File: src/verilog/adc_ctrl_pkg.sv
`default_nettype none
package adc_ctrl_pkg;
    // clock period of ref_clk
    localparam int unsigned CLK_PERIOD_NS = 5;
    // unit of the periodic rate field, as a time
    localparam int unsigned RATE_UNIT_NS = 1000000;
    // unit of the periodic rate field, in cycles (exact division)
    localparam int unsigned RATE_UNIT_CYCLES = RATE_UNIT_NS / CLK_PERIOD_NS;
    // poweroff grace delay, as a time (least time, rounded up)
    localparam int unsigned GRACE_DELAY_NS = 10000000;
    localparam int unsigned GRACE_CYCLES = (GRACE_DELAY_NS + CLK_PERIOD_NS - 1) / CLK_PERIOD_NS;

    // register byte offsets
    localparam logic [7:0] MANUAL_SELECT_OFS = 8'h00;
    localparam logic [7:0] CONTROL_ONE_OFS = 8'h04;
    localparam logic [7:0] INT_MASK_OFS = 8'h08;
    localparam logic [7:0] INT_FLAGS_OFS = 8'h0C;
    localparam logic [7:0] MANUAL_RES_HIGH_OFS = 8'h10;
    localparam logic [7:0] MANUAL_RES_LOW_OFS = 8'h14;
    localparam logic [7:0] PERIODIC_SELECT_OFS = 8'h18;
    localparam logic [7:0] PERIODIC_CONTROL_OFS = 8'h1C;
    // slot registers: limit high, limit low, result high, result low per slot
    localparam logic [7:0] SLOT_BASE_OFS = 8'h20;
    localparam logic [7:0] SLOT_STRIDE = 8'h10;
    localparam logic [7:0] LIMIT_HIGH_SUB = 8'h00;
    localparam logic [7:0] LIMIT_LOW_SUB = 8'h04;
    localparam logic [7:0] RESULT_HIGH_SUB = 8'h08;
    localparam logic [7:0] RESULT_LOW_SUB = 8'h0C;

    // field positions
    localparam int unsigned MODE_EN_BIT = 0;
    localparam int unsigned MAN_CH_LSB = 1;
    localparam int unsigned MAN_START_BIT = 5;
    localparam int unsigned KEEP_ON_BIT = 0;
    localparam int unsigned CUR_SRC_LSB = 1;
    localparam int unsigned MAN_DONE_BIT = 0;
    localparam int unsigned SLOT_EVT_LSB = 1;
    localparam int unsigned RATE_LSB = 0;
    localparam int unsigned SLOT_EN_LSB = 4;
    localparam int unsigned SLOT_POFF_LSB = 6;
    localparam int unsigned DIR_BIT = 7;

    // values after reset
    localparam logic [2:0] MASK_RESET = 3'h7;
    localparam logic [3:0] RATE_RESET = 4'h0;

    // request to the analog converter
    typedef struct packed {
        logic start;
        logic [3:0] channel;
    } conv_cmd_t;

    // answer of the analog converter
    typedef struct packed {
        logic done;
        logic [11:0] code;
    } conv_ans_t;
endpackage : adc_ctrl_pkg
`default_nettype wire

File: src/verilog/monitor_adc_conversion_control.sv
// What this block does
// start taken only with mode bit set in the same write
// manual channel comes from select register
// channel 0 drives configured current source
// converter powered on request, or kept on
// manual done interrupt gated by mask
// manual start bit begins one conversion
// manual completion sets manual done flag
// 12-bit result split high nibble, low byte
// slot 0 converts its selected channel
// periodic rate follows rate field
// slot 0 result compared to 12-bit limit
// direction bit picks above or below
// poweroff bit makes trip request shutdown
// slot 0 event interrupt gated by mask
// slot 0 runs only while enabled
// slot 0 crossing sets its event flag
// slot 0 result stored in result registers
// poweroff after grace unless event cleared
// second slot behaves like slot 0
// results held until next same-mode conversion
`timescale 1ns/100ps
`default_nettype none
module monitor_adc_conversion_control
    import adc_ctrl_pkg::*;
#(
    // cycles per rate unit, shorten in simulation
    parameter int unsigned RATE_CYCLES = RATE_UNIT_CYCLES,
    // cycles of the poweroff grace delay, shorten in simulation
    parameter int unsigned GRACE_LEN = GRACE_CYCLES
) (
    input wire logic ref_clk,
    input wire logic srst,
    input wire logic psel,
    input wire logic penable,
    input wire logic pwrite,
    input wire logic [7:0] paddr,
    input wire logic [31:0] pwdata,
    output logic [31:0] prdata,
    output logic pready,
    output logic pslverr,
    output conv_cmd_t conv_cmd,
    input wire conv_ans_t conv_ans,
    output logic conv_power,
    output logic [2:0] current_source_level,
    output logic irq_out,
    output logic poweroff_request
);
    // sequencer states
    typedef enum logic [1:0] {
        ST_IDLE,
        ST_BUSY
    } seq_state_t;

    // software-visible configuration
    logic mode_en_reg;
    logic [3:0] man_ch_reg;
    logic keep_on_reg;
    logic [2:0] cur_src_reg;
    logic [2:0] mask_reg;
    logic [2:0] flags_reg;
    logic [11:0] man_res_reg;
    logic [3:0] slot_ch_reg [2];
    logic [3:0] rate_reg;
    logic [1:0] slot_en_reg;
    logic [1:0] slot_poff_reg;
    logic [11:0] limit_reg [2];
    logic [1:0] dir_reg;
    logic [11:0] slot_res_reg [2];
    // sequencer and pending work
    seq_state_t state_reg;
    logic man_pend_reg;
    logic [1:0] slot_pend_reg;
    logic [1:0] src_reg;
    logic [3:0] ch_reg;
    logic start_reg;
    // periodic timers
    logic [31:0] unit_cnt_reg;
    logic [3:0] rate_cnt_reg;
    logic period_pulse;
    // grace counters and shutdown
    logic [31:0] grace_cnt_reg [2];
    logic [1:0] grace_arm_reg;
    logic poff_reg;
    logic [2:0] cur_out_reg;
    logic [31:0] rdata_reg;
    // bus decode
    logic wr_en;
    logic rd_setup;
    logic mapped;
    logic [2:0] flag_set;
    logic [2:0] flag_clr;
    logic man_start;
    logic [1:0] trip;
    logic done_man;
    logic [1:0] done_slot;

    // zero wait state slave, error on unmapped address
    assign wr_en = psel && penable && pwrite && mapped;
    assign rd_setup = psel && !penable;
    assign pready = 1'b1;
    assign pslverr = psel && penable && !mapped;
    assign prdata = rdata_reg;
    assign mapped = (paddr[1:0] == 2'h0) && (paddr < (SLOT_BASE_OFS + 8'(2 * SLOT_STRIDE)));
    // start gated by mode
    assign man_start = wr_en && (paddr == MANUAL_SELECT_OFS) && pwdata[MAN_START_BIT]
        && pwdata[MODE_EN_BIT];
    assign flag_clr = (wr_en && (paddr == INT_FLAGS_OFS)) ? pwdata[2:0] : 3'h0;

    // completion decode by source
    assign done_man = (state_reg == ST_BUSY) && conv_ans.done && (src_reg == 2'h0);

    // per-slot completion and threshold compare
    genvar gi;
    generate
        for (gi = 0; gi < 2; gi++) begin : g_slot
            assign done_slot[gi] = (state_reg == ST_BUSY) && conv_ans.done
                && (src_reg == 2'(gi + 1));
            // direction picks compare
            assign trip[gi] = done_slot[gi] && (dir_reg[gi] ? (conv_ans.code > limit_reg[gi])
                : (conv_ans.code < limit_reg[gi]));
        end
    endgenerate

    // manual and slot flag sets
    assign flag_set = {trip[1], trip[0], done_man};

    // manual select and control one registers
    always_ff @(posedge ref_clk) begin
        if (srst) begin
            mode_en_reg <= 1'b0;
            man_ch_reg <= 4'h0;
            keep_on_reg <= 1'b0;
            cur_src_reg <= 3'h0;
        end else if (wr_en) begin
            // channel field write
            if (paddr == MANUAL_SELECT_OFS) begin
                mode_en_reg <= pwdata[MODE_EN_BIT];
                man_ch_reg <= pwdata[MAN_CH_LSB +: 4];
            end
            if (paddr == CONTROL_ONE_OFS) begin
                keep_on_reg <= pwdata[KEEP_ON_BIT];
                cur_src_reg <= pwdata[CUR_SRC_LSB +: 3];
            end
        end
    end

    // mask and periodic configuration registers
    always_ff @(posedge ref_clk) begin
        if (srst) begin
            mask_reg <= MASK_RESET;
            rate_reg <= RATE_RESET;
            slot_en_reg <= 2'h0;
            slot_poff_reg <= 2'h0;
            slot_ch_reg[0] <= 4'h0;
            slot_ch_reg[1] <= 4'h0;
        end else if (wr_en) begin
            if (paddr == INT_MASK_OFS) begin
                mask_reg <= pwdata[2:0];
            end
            // slot channel write
            if (paddr == PERIODIC_SELECT_OFS) begin
                slot_ch_reg[0] <= pwdata[3:0];
                slot_ch_reg[1] <= pwdata[7:4];
            end
            if (paddr == PERIODIC_CONTROL_OFS) begin
                rate_reg <= pwdata[RATE_LSB +: 4];
                slot_en_reg <= pwdata[SLOT_EN_LSB +: 2];
                slot_poff_reg <= pwdata[SLOT_POFF_LSB +: 2];
            end
        end
    end

    // limit registers, one pair per slot
    always_ff @(posedge ref_clk) begin
        if (srst) begin
            for (int i = 0; i < 2; i++) begin
                limit_reg[i] <= 12'h000;
                dir_reg[i] <= 1'b0;
            end
        end else if (wr_en) begin
            for (int i = 0; i < 2; i++) begin
                // limit high nibble, direction
                if (paddr == SLOT_BASE_OFS + 8'(i * SLOT_STRIDE) + LIMIT_HIGH_SUB) begin
                    limit_reg[i][11:8] <= pwdata[3:0];
                    dir_reg[i] <= pwdata[DIR_BIT];
                end
                if (paddr == SLOT_BASE_OFS + 8'(i * SLOT_STRIDE) + LIMIT_LOW_SUB) begin
                    limit_reg[i][7:0] <= pwdata[7:0];
                end
            end
        end
    end

    // sticky event flags, write one to clear, set wins
    always_ff @(posedge ref_clk) begin
        if (srst) begin
            flags_reg <= 3'h0;
        end else begin
            // crossing sets flag
            flags_reg <= (flags_reg & ~flag_clr) | flag_set;
        end
    end

    // masked events onto interrupt
    assign irq_out = |(flags_reg & ~mask_reg);

    // result registers, held until next conversion of same mode
    always_ff @(posedge ref_clk) begin
        if (srst) begin
            man_res_reg <= 12'h000;
            slot_res_reg[0] <= 12'h000;
            slot_res_reg[1] <= 12'h000;
        end else begin
            // manual result store
            if (done_man) begin
                man_res_reg <= conv_ans.code;
            end
            // slot result store
            for (int i = 0; i < 2; i++) begin
                if (done_slot[i]) begin
                    slot_res_reg[i] <= conv_ans.code;
                end
            end
        end
    end

    // read data captured in the setup phase
    always_ff @(posedge ref_clk) begin
        if (srst) begin
            rdata_reg <= 32'h0000_0000;
        end else if (rd_setup) begin
            rdata_reg <= 32'h0000_0000;
            case (paddr)
                MANUAL_SELECT_OFS: rdata_reg <= {26'h0, man_pend_reg, man_ch_reg, mode_en_reg};
                CONTROL_ONE_OFS: rdata_reg <= {28'h0, cur_src_reg, keep_on_reg};
                INT_MASK_OFS: rdata_reg <= {29'h0, mask_reg};
                INT_FLAGS_OFS: rdata_reg <= {29'h0, flags_reg};
                MANUAL_RES_HIGH_OFS: rdata_reg <= {28'h0, man_res_reg[11:8]};
                MANUAL_RES_LOW_OFS: rdata_reg <= {24'h0, man_res_reg[7:0]};
                PERIODIC_SELECT_OFS: rdata_reg <= {24'h0, slot_ch_reg[1], slot_ch_reg[0]};
                PERIODIC_CONTROL_OFS: rdata_reg <= {24'h0, slot_poff_reg, slot_en_reg, rate_reg};
                default: begin
                    // slot registers
                    for (int i = 0; i < 2; i++) begin
                        if (paddr == SLOT_BASE_OFS + 8'(i * SLOT_STRIDE) + LIMIT_HIGH_SUB) begin
                            rdata_reg <= {24'h0, dir_reg[i], 3'h0, limit_reg[i][11:8]};
                        end
                        if (paddr == SLOT_BASE_OFS + 8'(i * SLOT_STRIDE) + LIMIT_LOW_SUB) begin
                            rdata_reg <= {24'h0, limit_reg[i][7:0]};
                        end
                        if (paddr == SLOT_BASE_OFS + 8'(i * SLOT_STRIDE) + RESULT_HIGH_SUB) begin
                            rdata_reg <= {28'h0, slot_res_reg[i][11:8]};
                        end
                        if (paddr == SLOT_BASE_OFS + 8'(i * SLOT_STRIDE) + RESULT_LOW_SUB) begin
                            rdata_reg <= {24'h0, slot_res_reg[i][7:0]};
                        end
                    end
                end
            endcase
        end
    end

    // rate unit divider and period counter, run while any slot enabled
    always_ff @(posedge ref_clk) begin
        if (srst || (slot_en_reg == 2'h0)) begin
            unit_cnt_reg <= 32'h0000_0000;
            rate_cnt_reg <= 4'h0;
        end else if (unit_cnt_reg == 32'(RATE_CYCLES - 1)) begin
            unit_cnt_reg <= 32'h0000_0000;
            // rate field sets period
            rate_cnt_reg <= (rate_cnt_reg >= rate_reg) ? 4'h0 : rate_cnt_reg + 4'h1;
        end else begin
            unit_cnt_reg <= unit_cnt_reg + 32'h0000_0001;
        end
    end

    // one pulse per period of (rate + 1) units
    assign period_pulse = (unit_cnt_reg == 32'(RATE_CYCLES - 1)) && (rate_cnt_reg >= rate_reg);

    // pending work, dropped when a slot is disabled
    always_ff @(posedge ref_clk) begin
        if (srst) begin
            man_pend_reg <= 1'b0;
            slot_pend_reg <= 2'h0;
        end else begin
            // start marks one conversion pending
            if (man_start) begin
                man_pend_reg <= 1'b1;
            end else if ((state_reg == ST_IDLE) && man_pend_reg) begin
                man_pend_reg <= 1'b0;
            end
            for (int i = 0; i < 2; i++) begin
                // slot runs only while enabled
                if (!slot_en_reg[i]) begin
                    slot_pend_reg[i] <= 1'b0;
                end else if (period_pulse) begin
                    slot_pend_reg[i] <= 1'b1;
                end else if ((state_reg == ST_IDLE) && !man_pend_reg
                        && (i == 0 || !slot_pend_reg[0])) begin
                    slot_pend_reg[i] <= 1'b0;
                end
            end
        end
    end

    // sequencer: manual first, then slot 0, then slot 1
    always_ff @(posedge ref_clk) begin
        if (srst) begin
            state_reg <= ST_IDLE;
            src_reg <= 2'h0;
            ch_reg <= 4'h0;
            start_reg <= 1'b0;
        end else begin
            start_reg <= 1'b0;
            case (state_reg)
                ST_IDLE: begin
                    if (man_pend_reg) begin
                        src_reg <= 2'h0;
                        ch_reg <= man_ch_reg;
                        start_reg <= 1'b1;
                        state_reg <= ST_BUSY;
                    end else if (slot_pend_reg[0]) begin
                        src_reg <= 2'h1;
                        ch_reg <= slot_ch_reg[0];
                        start_reg <= 1'b1;
                        state_reg <= ST_BUSY;
                    end else if (slot_pend_reg[1]) begin
                        src_reg <= 2'h2;
                        ch_reg <= slot_ch_reg[1];
                        start_reg <= 1'b1;
                        state_reg <= ST_BUSY;
                    end
                end
                ST_BUSY: begin
                    if (conv_ans.done) begin
                        state_reg <= ST_IDLE;
                    end
                end
                default: state_reg <= ST_IDLE;
            endcase
        end
    end

    // converter request and power
    assign conv_cmd = '{start: start_reg, channel: ch_reg};
    // power on request or keep-on
    assign conv_power = keep_on_reg || (state_reg == ST_BUSY) || start_reg;

    // current source output, only during a channel 0 conversion
    always_ff @(posedge ref_clk) begin
        if (srst) begin
            cur_out_reg <= 3'h0;
        end else begin
            // channel 0 current source
            cur_out_reg <= ((state_reg == ST_BUSY) && (ch_reg == 4'h0)) ? cur_src_reg : 3'h0;
        end
    end
    assign current_source_level = cur_out_reg;

    // grace counters per slot, cancelled when the event flag is cleared
    always_ff @(posedge ref_clk) begin
        if (srst) begin
            grace_arm_reg <= 2'h0;
            grace_cnt_reg[0] <= 32'h0000_0000;
            grace_cnt_reg[1] <= 32'h0000_0000;
            poff_reg <= 1'b0;
        end else begin
            for (int i = 0; i < 2; i++) begin
                // trip arms shutdown, or re-arms one being cancelled
                if (trip[i] && slot_poff_reg[i]
                        && !(grace_arm_reg[i] && flags_reg[SLOT_EVT_LSB + i])) begin
                    grace_arm_reg[i] <= 1'b1;
                    grace_cnt_reg[i] <= 32'h0000_0000;
                // cleared event cancels shutdown
                end else if (grace_arm_reg[i] && !flags_reg[SLOT_EVT_LSB + i]) begin
                    grace_arm_reg[i] <= 1'b0;
                end else if (grace_arm_reg[i]) begin
                    if (grace_cnt_reg[i] == 32'(GRACE_LEN - 1)) begin
                        poff_reg <= 1'b1;
                    end else begin
                        grace_cnt_reg[i] <= grace_cnt_reg[i] + 32'h0000_0001;
                    end
                end
            end
        end
    end
    assign poweroff_request = poff_reg;
endmodule : monitor_adc_conversion_control
`default_nettype wire

File: config.mk
export PLATFORM = sky130hd
export DESIGN_NAME = monitor_adc_conversion_control
export DESIGN_NICKNAME = d
export VERILOG_FILES = /design/src/verilog/adc_ctrl_pkg.sv /design/src/verilog/monitor_adc_conversion_control.sv
export SDC_FILE = /design/constraint.sdc
export NUM_CORES = 1
export LEC_CHECK = 0
export BUFFER_PORTS_ARGS = -buffer_cell sky130_fd_sc_hd__buf_2
export CAP_MARGIN = 20
export CORE_MARGIN = 4
export CORE_UTILIZATION = 35
export DETAILED_ROUTE_END_ITERATION = 6
export HOLD_SLACK_MARGIN = 0.12
export PLACE_DENSITY_LB_ADDON = 0.25
export SLEW_MARGIN = 20
export SYNTH_ARGS = -nofsm -noshare
export SYNTH_HDL_FRONTEND = slang
export SYNTH_SLANG_ARGS = --single-unit
File: constraint.sdc
create_clock -name ref_clk -period 15.7 [get_ports ref_clk]
set_input_delay 3.14 -clock ref_clk [delete_from_list [all_inputs] [get_ports ref_clk]]
set_output_delay 3.14 -clock ref_clk [all_outputs]
set_load 0.02 [all_outputs]
==> results.md <==
* Status: complete, no violations
* Arrival time of data at the critical path endpoint at 3.92 ns
* Final-layout setup total negative slack at 0 ns
* Internal power consumption at 992 uW
* Global route overflow at 0
* Detailed placement HPWL at 19700 um
* Dpl cell area at 12000 sq um
* Max-slew violation count at 0
* 1st-pass router iterations at 5
* TritonCTS clock tree: yes
* Normalized max-slew margin at 44.0%
* Core Region at 31800 sq um
* Post-CTS Setup Repair Bufs at 0
* Post-synthesis mux area share at 5.63%
* Dominant cell type by count on the critical path: sky130_fd_sc_hd__buf_2
* Proportion of synthesized chip area in sequential cells at 49.1%
* Height of the chip at 188 um
* Total clock buffers created by CTS at 25
* Post-Synth Adder-Cell Area at 3.53%
* Final ANT Viol Nets at 0
* Hold-fix buffer count after cts at 0
* Number of synthesized register bits at 218
* Average cell area after synthesis at 9.95 sq um
* Asr flop ratio synth at 0%
* Initial core utilization at 35.7%
* Buffer and inverter count on the worst path at 2
* Flip-flop count of the largest register after layout at 64
* Maximum root-to-sink buffer count at 3
* Final Hold Vio Count at 0
* Detailed-route DRC error count at 0
* Final setup viols at 0
* IR drop worst, VDD at 0.0625 mV
* Switching power of the nets at 296 uW
* Area delta synth->final at 12.7%
* Max cap viols at 0
* Number of ports placed on the die boundary at 103
* Later-pin clock latency in the skew report at 0.53 ns
* Tightest Pin Transition at 0.839 ns
* Kind of launch point of the worst setup path: primary input
* Chip width at 188 um
* Cell Rows at 65
* Skew final at 0.0210 ns
* Routed wire per std cell at 16.8 um
* DRT Wirelength at 27600 um
* Gate family responsible for the most delay along the worst path: simple AND/OR/NAND/NOR gates
* Cell count after synthesis at 1140
* Final core occ at 40.2%
* Top area cells in the synthesized netlist: sky130_fd_sc_hd__edfxtp_1 32%, sky130_fd_sc_hd__dfxtp_1 17%, sky130_fd_sc_hd__nor2_1 5.6%
* Top-area cell type share of the netlist area at 31.8%
* Number of antenna violations at the first check in global routing at 0
* Vias after detailed routing at 8256
* Synthesis Warnings at 0
* Final Cycle Share at 44.9%
* Post-layout nets at 1278
* H-tree lvl count at 1
* Number of enable flip-flop cells after synthesis at 120
* Tot Pwr at 1290 uW
* First-pass GRT wire length at 44100 um
* Fraction of the mapped netlist area in compound gates at 7.02%
* Unique cell type count in the Yosys netlist at 75
* Switching Share at 23.0%
* Clock transition at the register clock pins on the worst setup and hold paths after CTS at 0.06 ns
* Most area-hungry cell type in the Yosys netlist: sky130_fd_sc_hd__edfxtp_1
* Sequence of cells on the critical path: buf_2 -> nor4_4 -> nor2_1 -> buf_2
* Sort of element at the end of the critical path: primary output
* Die area at 35300 sq um
* Initial drt markers at 499
* Post-synthesis xor/xnor area fraction at 6.56%
* Top cells by instance count after synthesis: 168 x sky130_fd_sc_hd__nor2_1, 120 x sky130_fd_sc_hd__edfxtp_1, 98 x sky130_fd_sc_hd__dfxtp_1
* Final instance area at 12800 sq um
* Share of final-layout standard cells stronger than drive strength 1 at 12.3%
* Start-to-end type of the worst setup path: primary input to primary output
* R2r startpoint: limit_reg[1][1]
* Most frequent cell after synthesis: sky130_fd_sc_hd__nor2_1
* Vias in the first global route at 8042
* Mapped cell area at 11300 sq um
* Worst path slowest cell: sky130_fd_sc_hd__nor4_4
* Detail-routed via count per cell at 5.03
* Share of power burned in combinational logic at 6.0%
* Sink Count at 218
* Final weighted congestion in routability-driven placement at 0.853
* Clock power share at 45.3%
* Power density of the placed cells at 101 nW/um^2
* GRT Overall Usage at 15.2%
* Synthesized-area fraction occupied by and/or/nand/nor cells at 23.5%
* Static Leakage at 0.00448 uW
* Startpoint of the most critical hold path: man_res_reg[11]
* Synth Flop Type: sky130_fd_sc_hd__edfxtp_1
* Largest fanout on the critical path at 4
* Pin count of the biggest net entering global routing at 61
* Port buffer count at 53
* Register-to-register path setup slack at 12.78 ns
* Number of antenna cells inserted at 0
* CTS-repair resized insts at 0
* Required time at the worst-slack endpoint at 12.56 ns
* Setup repair after global routing missed its margin: false
* Buffer type at the clock tree root: sky130_fd_sc_hd__clkbuf_16
* Beginning of the critical path: paddr[1]
* Hold WC Path Type: flop to flop
* Relative contribution of sequential cells to total power at 48.7%
* Maximum clock rate at 142 MHz
* Worst path max stage delay at 0.38 ns
* Largest family of logic cells by synthesized area: simple AND/OR/NAND/NOR gates
* Time the worst path needs with I/O delays and setup at 7.06 ns
[per-stage QoR]
step,std cells,hold slack (ns),setup WS [ns]
after floorplan,1163,0.430,8.34
after global placement,1596,0.441,8.65
after detailed placement,1596,0.447,8.65
after CTS,1641,0.455,8.65
after global routing,1641,0.472,8.58
final,1641,0.452,8.64
[logic make-up after synthesis]
kind of cell | after synthesis
AO/OA/AOI/OAI | 130
AND/OR/NAND/NOR | 511
multiplexers | 53
adder cells (fa/ha/maj) | 32
other | 2
flip-flops | 218
buffers and inverters | 109
XOR/XNOR | 85
[cells in the final DEF (no fill, tap or decap), drive strengths merged, types with 6 or more instances in the layout]
cell,Yosys,final
nand3,42,42
nor2b,12,12
nor2,170,170
nand4,26,26
a21oi,50,50
o21ai,29,29
inv,44,45
and2,44,44
edfxtp,120,120
o31ai,6,6
clkbuf,21,38
or2,7,7
and4,13,13
mux2i,39,39
xnor2,32,32
nor3,28,28
mux2,6,6
ha,32,32
a22oi,7,7
dfxtp,98,98
nor4,20,20
and3,15,15
mux4,8,8
buf,44,63
conb,2,25
or3,15,15
o22ai,6,6
nand2,91,91
xor2,53,53
nand2b,9,9
[path summary, 6_finish.rpt]
kind                              end  cells past startpoint
setup / recovery              pslverr                      4
hold / removal        man_res_reg[11]                      2
setup reg to reg  grace_cnt_reg[1][3]                      9
hold reg to reg       man_res_reg[11]                      2
[final cells by class]
type | count | area, sq um
clock buffers | 38 | 726
clock inverters | 7 | 88.8
fillers | 3141 | 19000
inverters | 44 | 165
multi-input cells | 836 | 5360
flip-flops and latches | 218 | 5570
well taps | 435 | 544
repair buffers | 63 | 340
[tightest hold or removal path, delay by kind of cell, from the launching register on]
kind               cells  cell delay, ns
DFF                    1            0.31
and+or+nand+nor        1            0.05
AOI/OAI and AO/OA      1            0.05
[per-layer routing]
layer	wire length, um	track usage [%]	up-vias	part of all wire (%)
li1	-	-	4088	-
met1	12300	20.2	3939	45
met2	13300	25.9	179	48
met3	1140	1.90	50	4.1
met4	834	4.83	0	3.0
met5	0	0	-	0
[power by group through the flow]
| stage | clock [uW] | sequential [uW] | combinational, uW |
|---|---|---|---|
| after floorplan | 0 | 637 | 54.3 |
| after global placement | 0 | 639 | 77.1 |
| after detailed placement | 0 | 640 | 77.6 |
| after CTS | 597 | 627 | 78.1 |
| after global routing | 622 | 629 | 85.5 |
| final | 583 | 627 | 77.2 |
(Power assumes the default switching activity.)
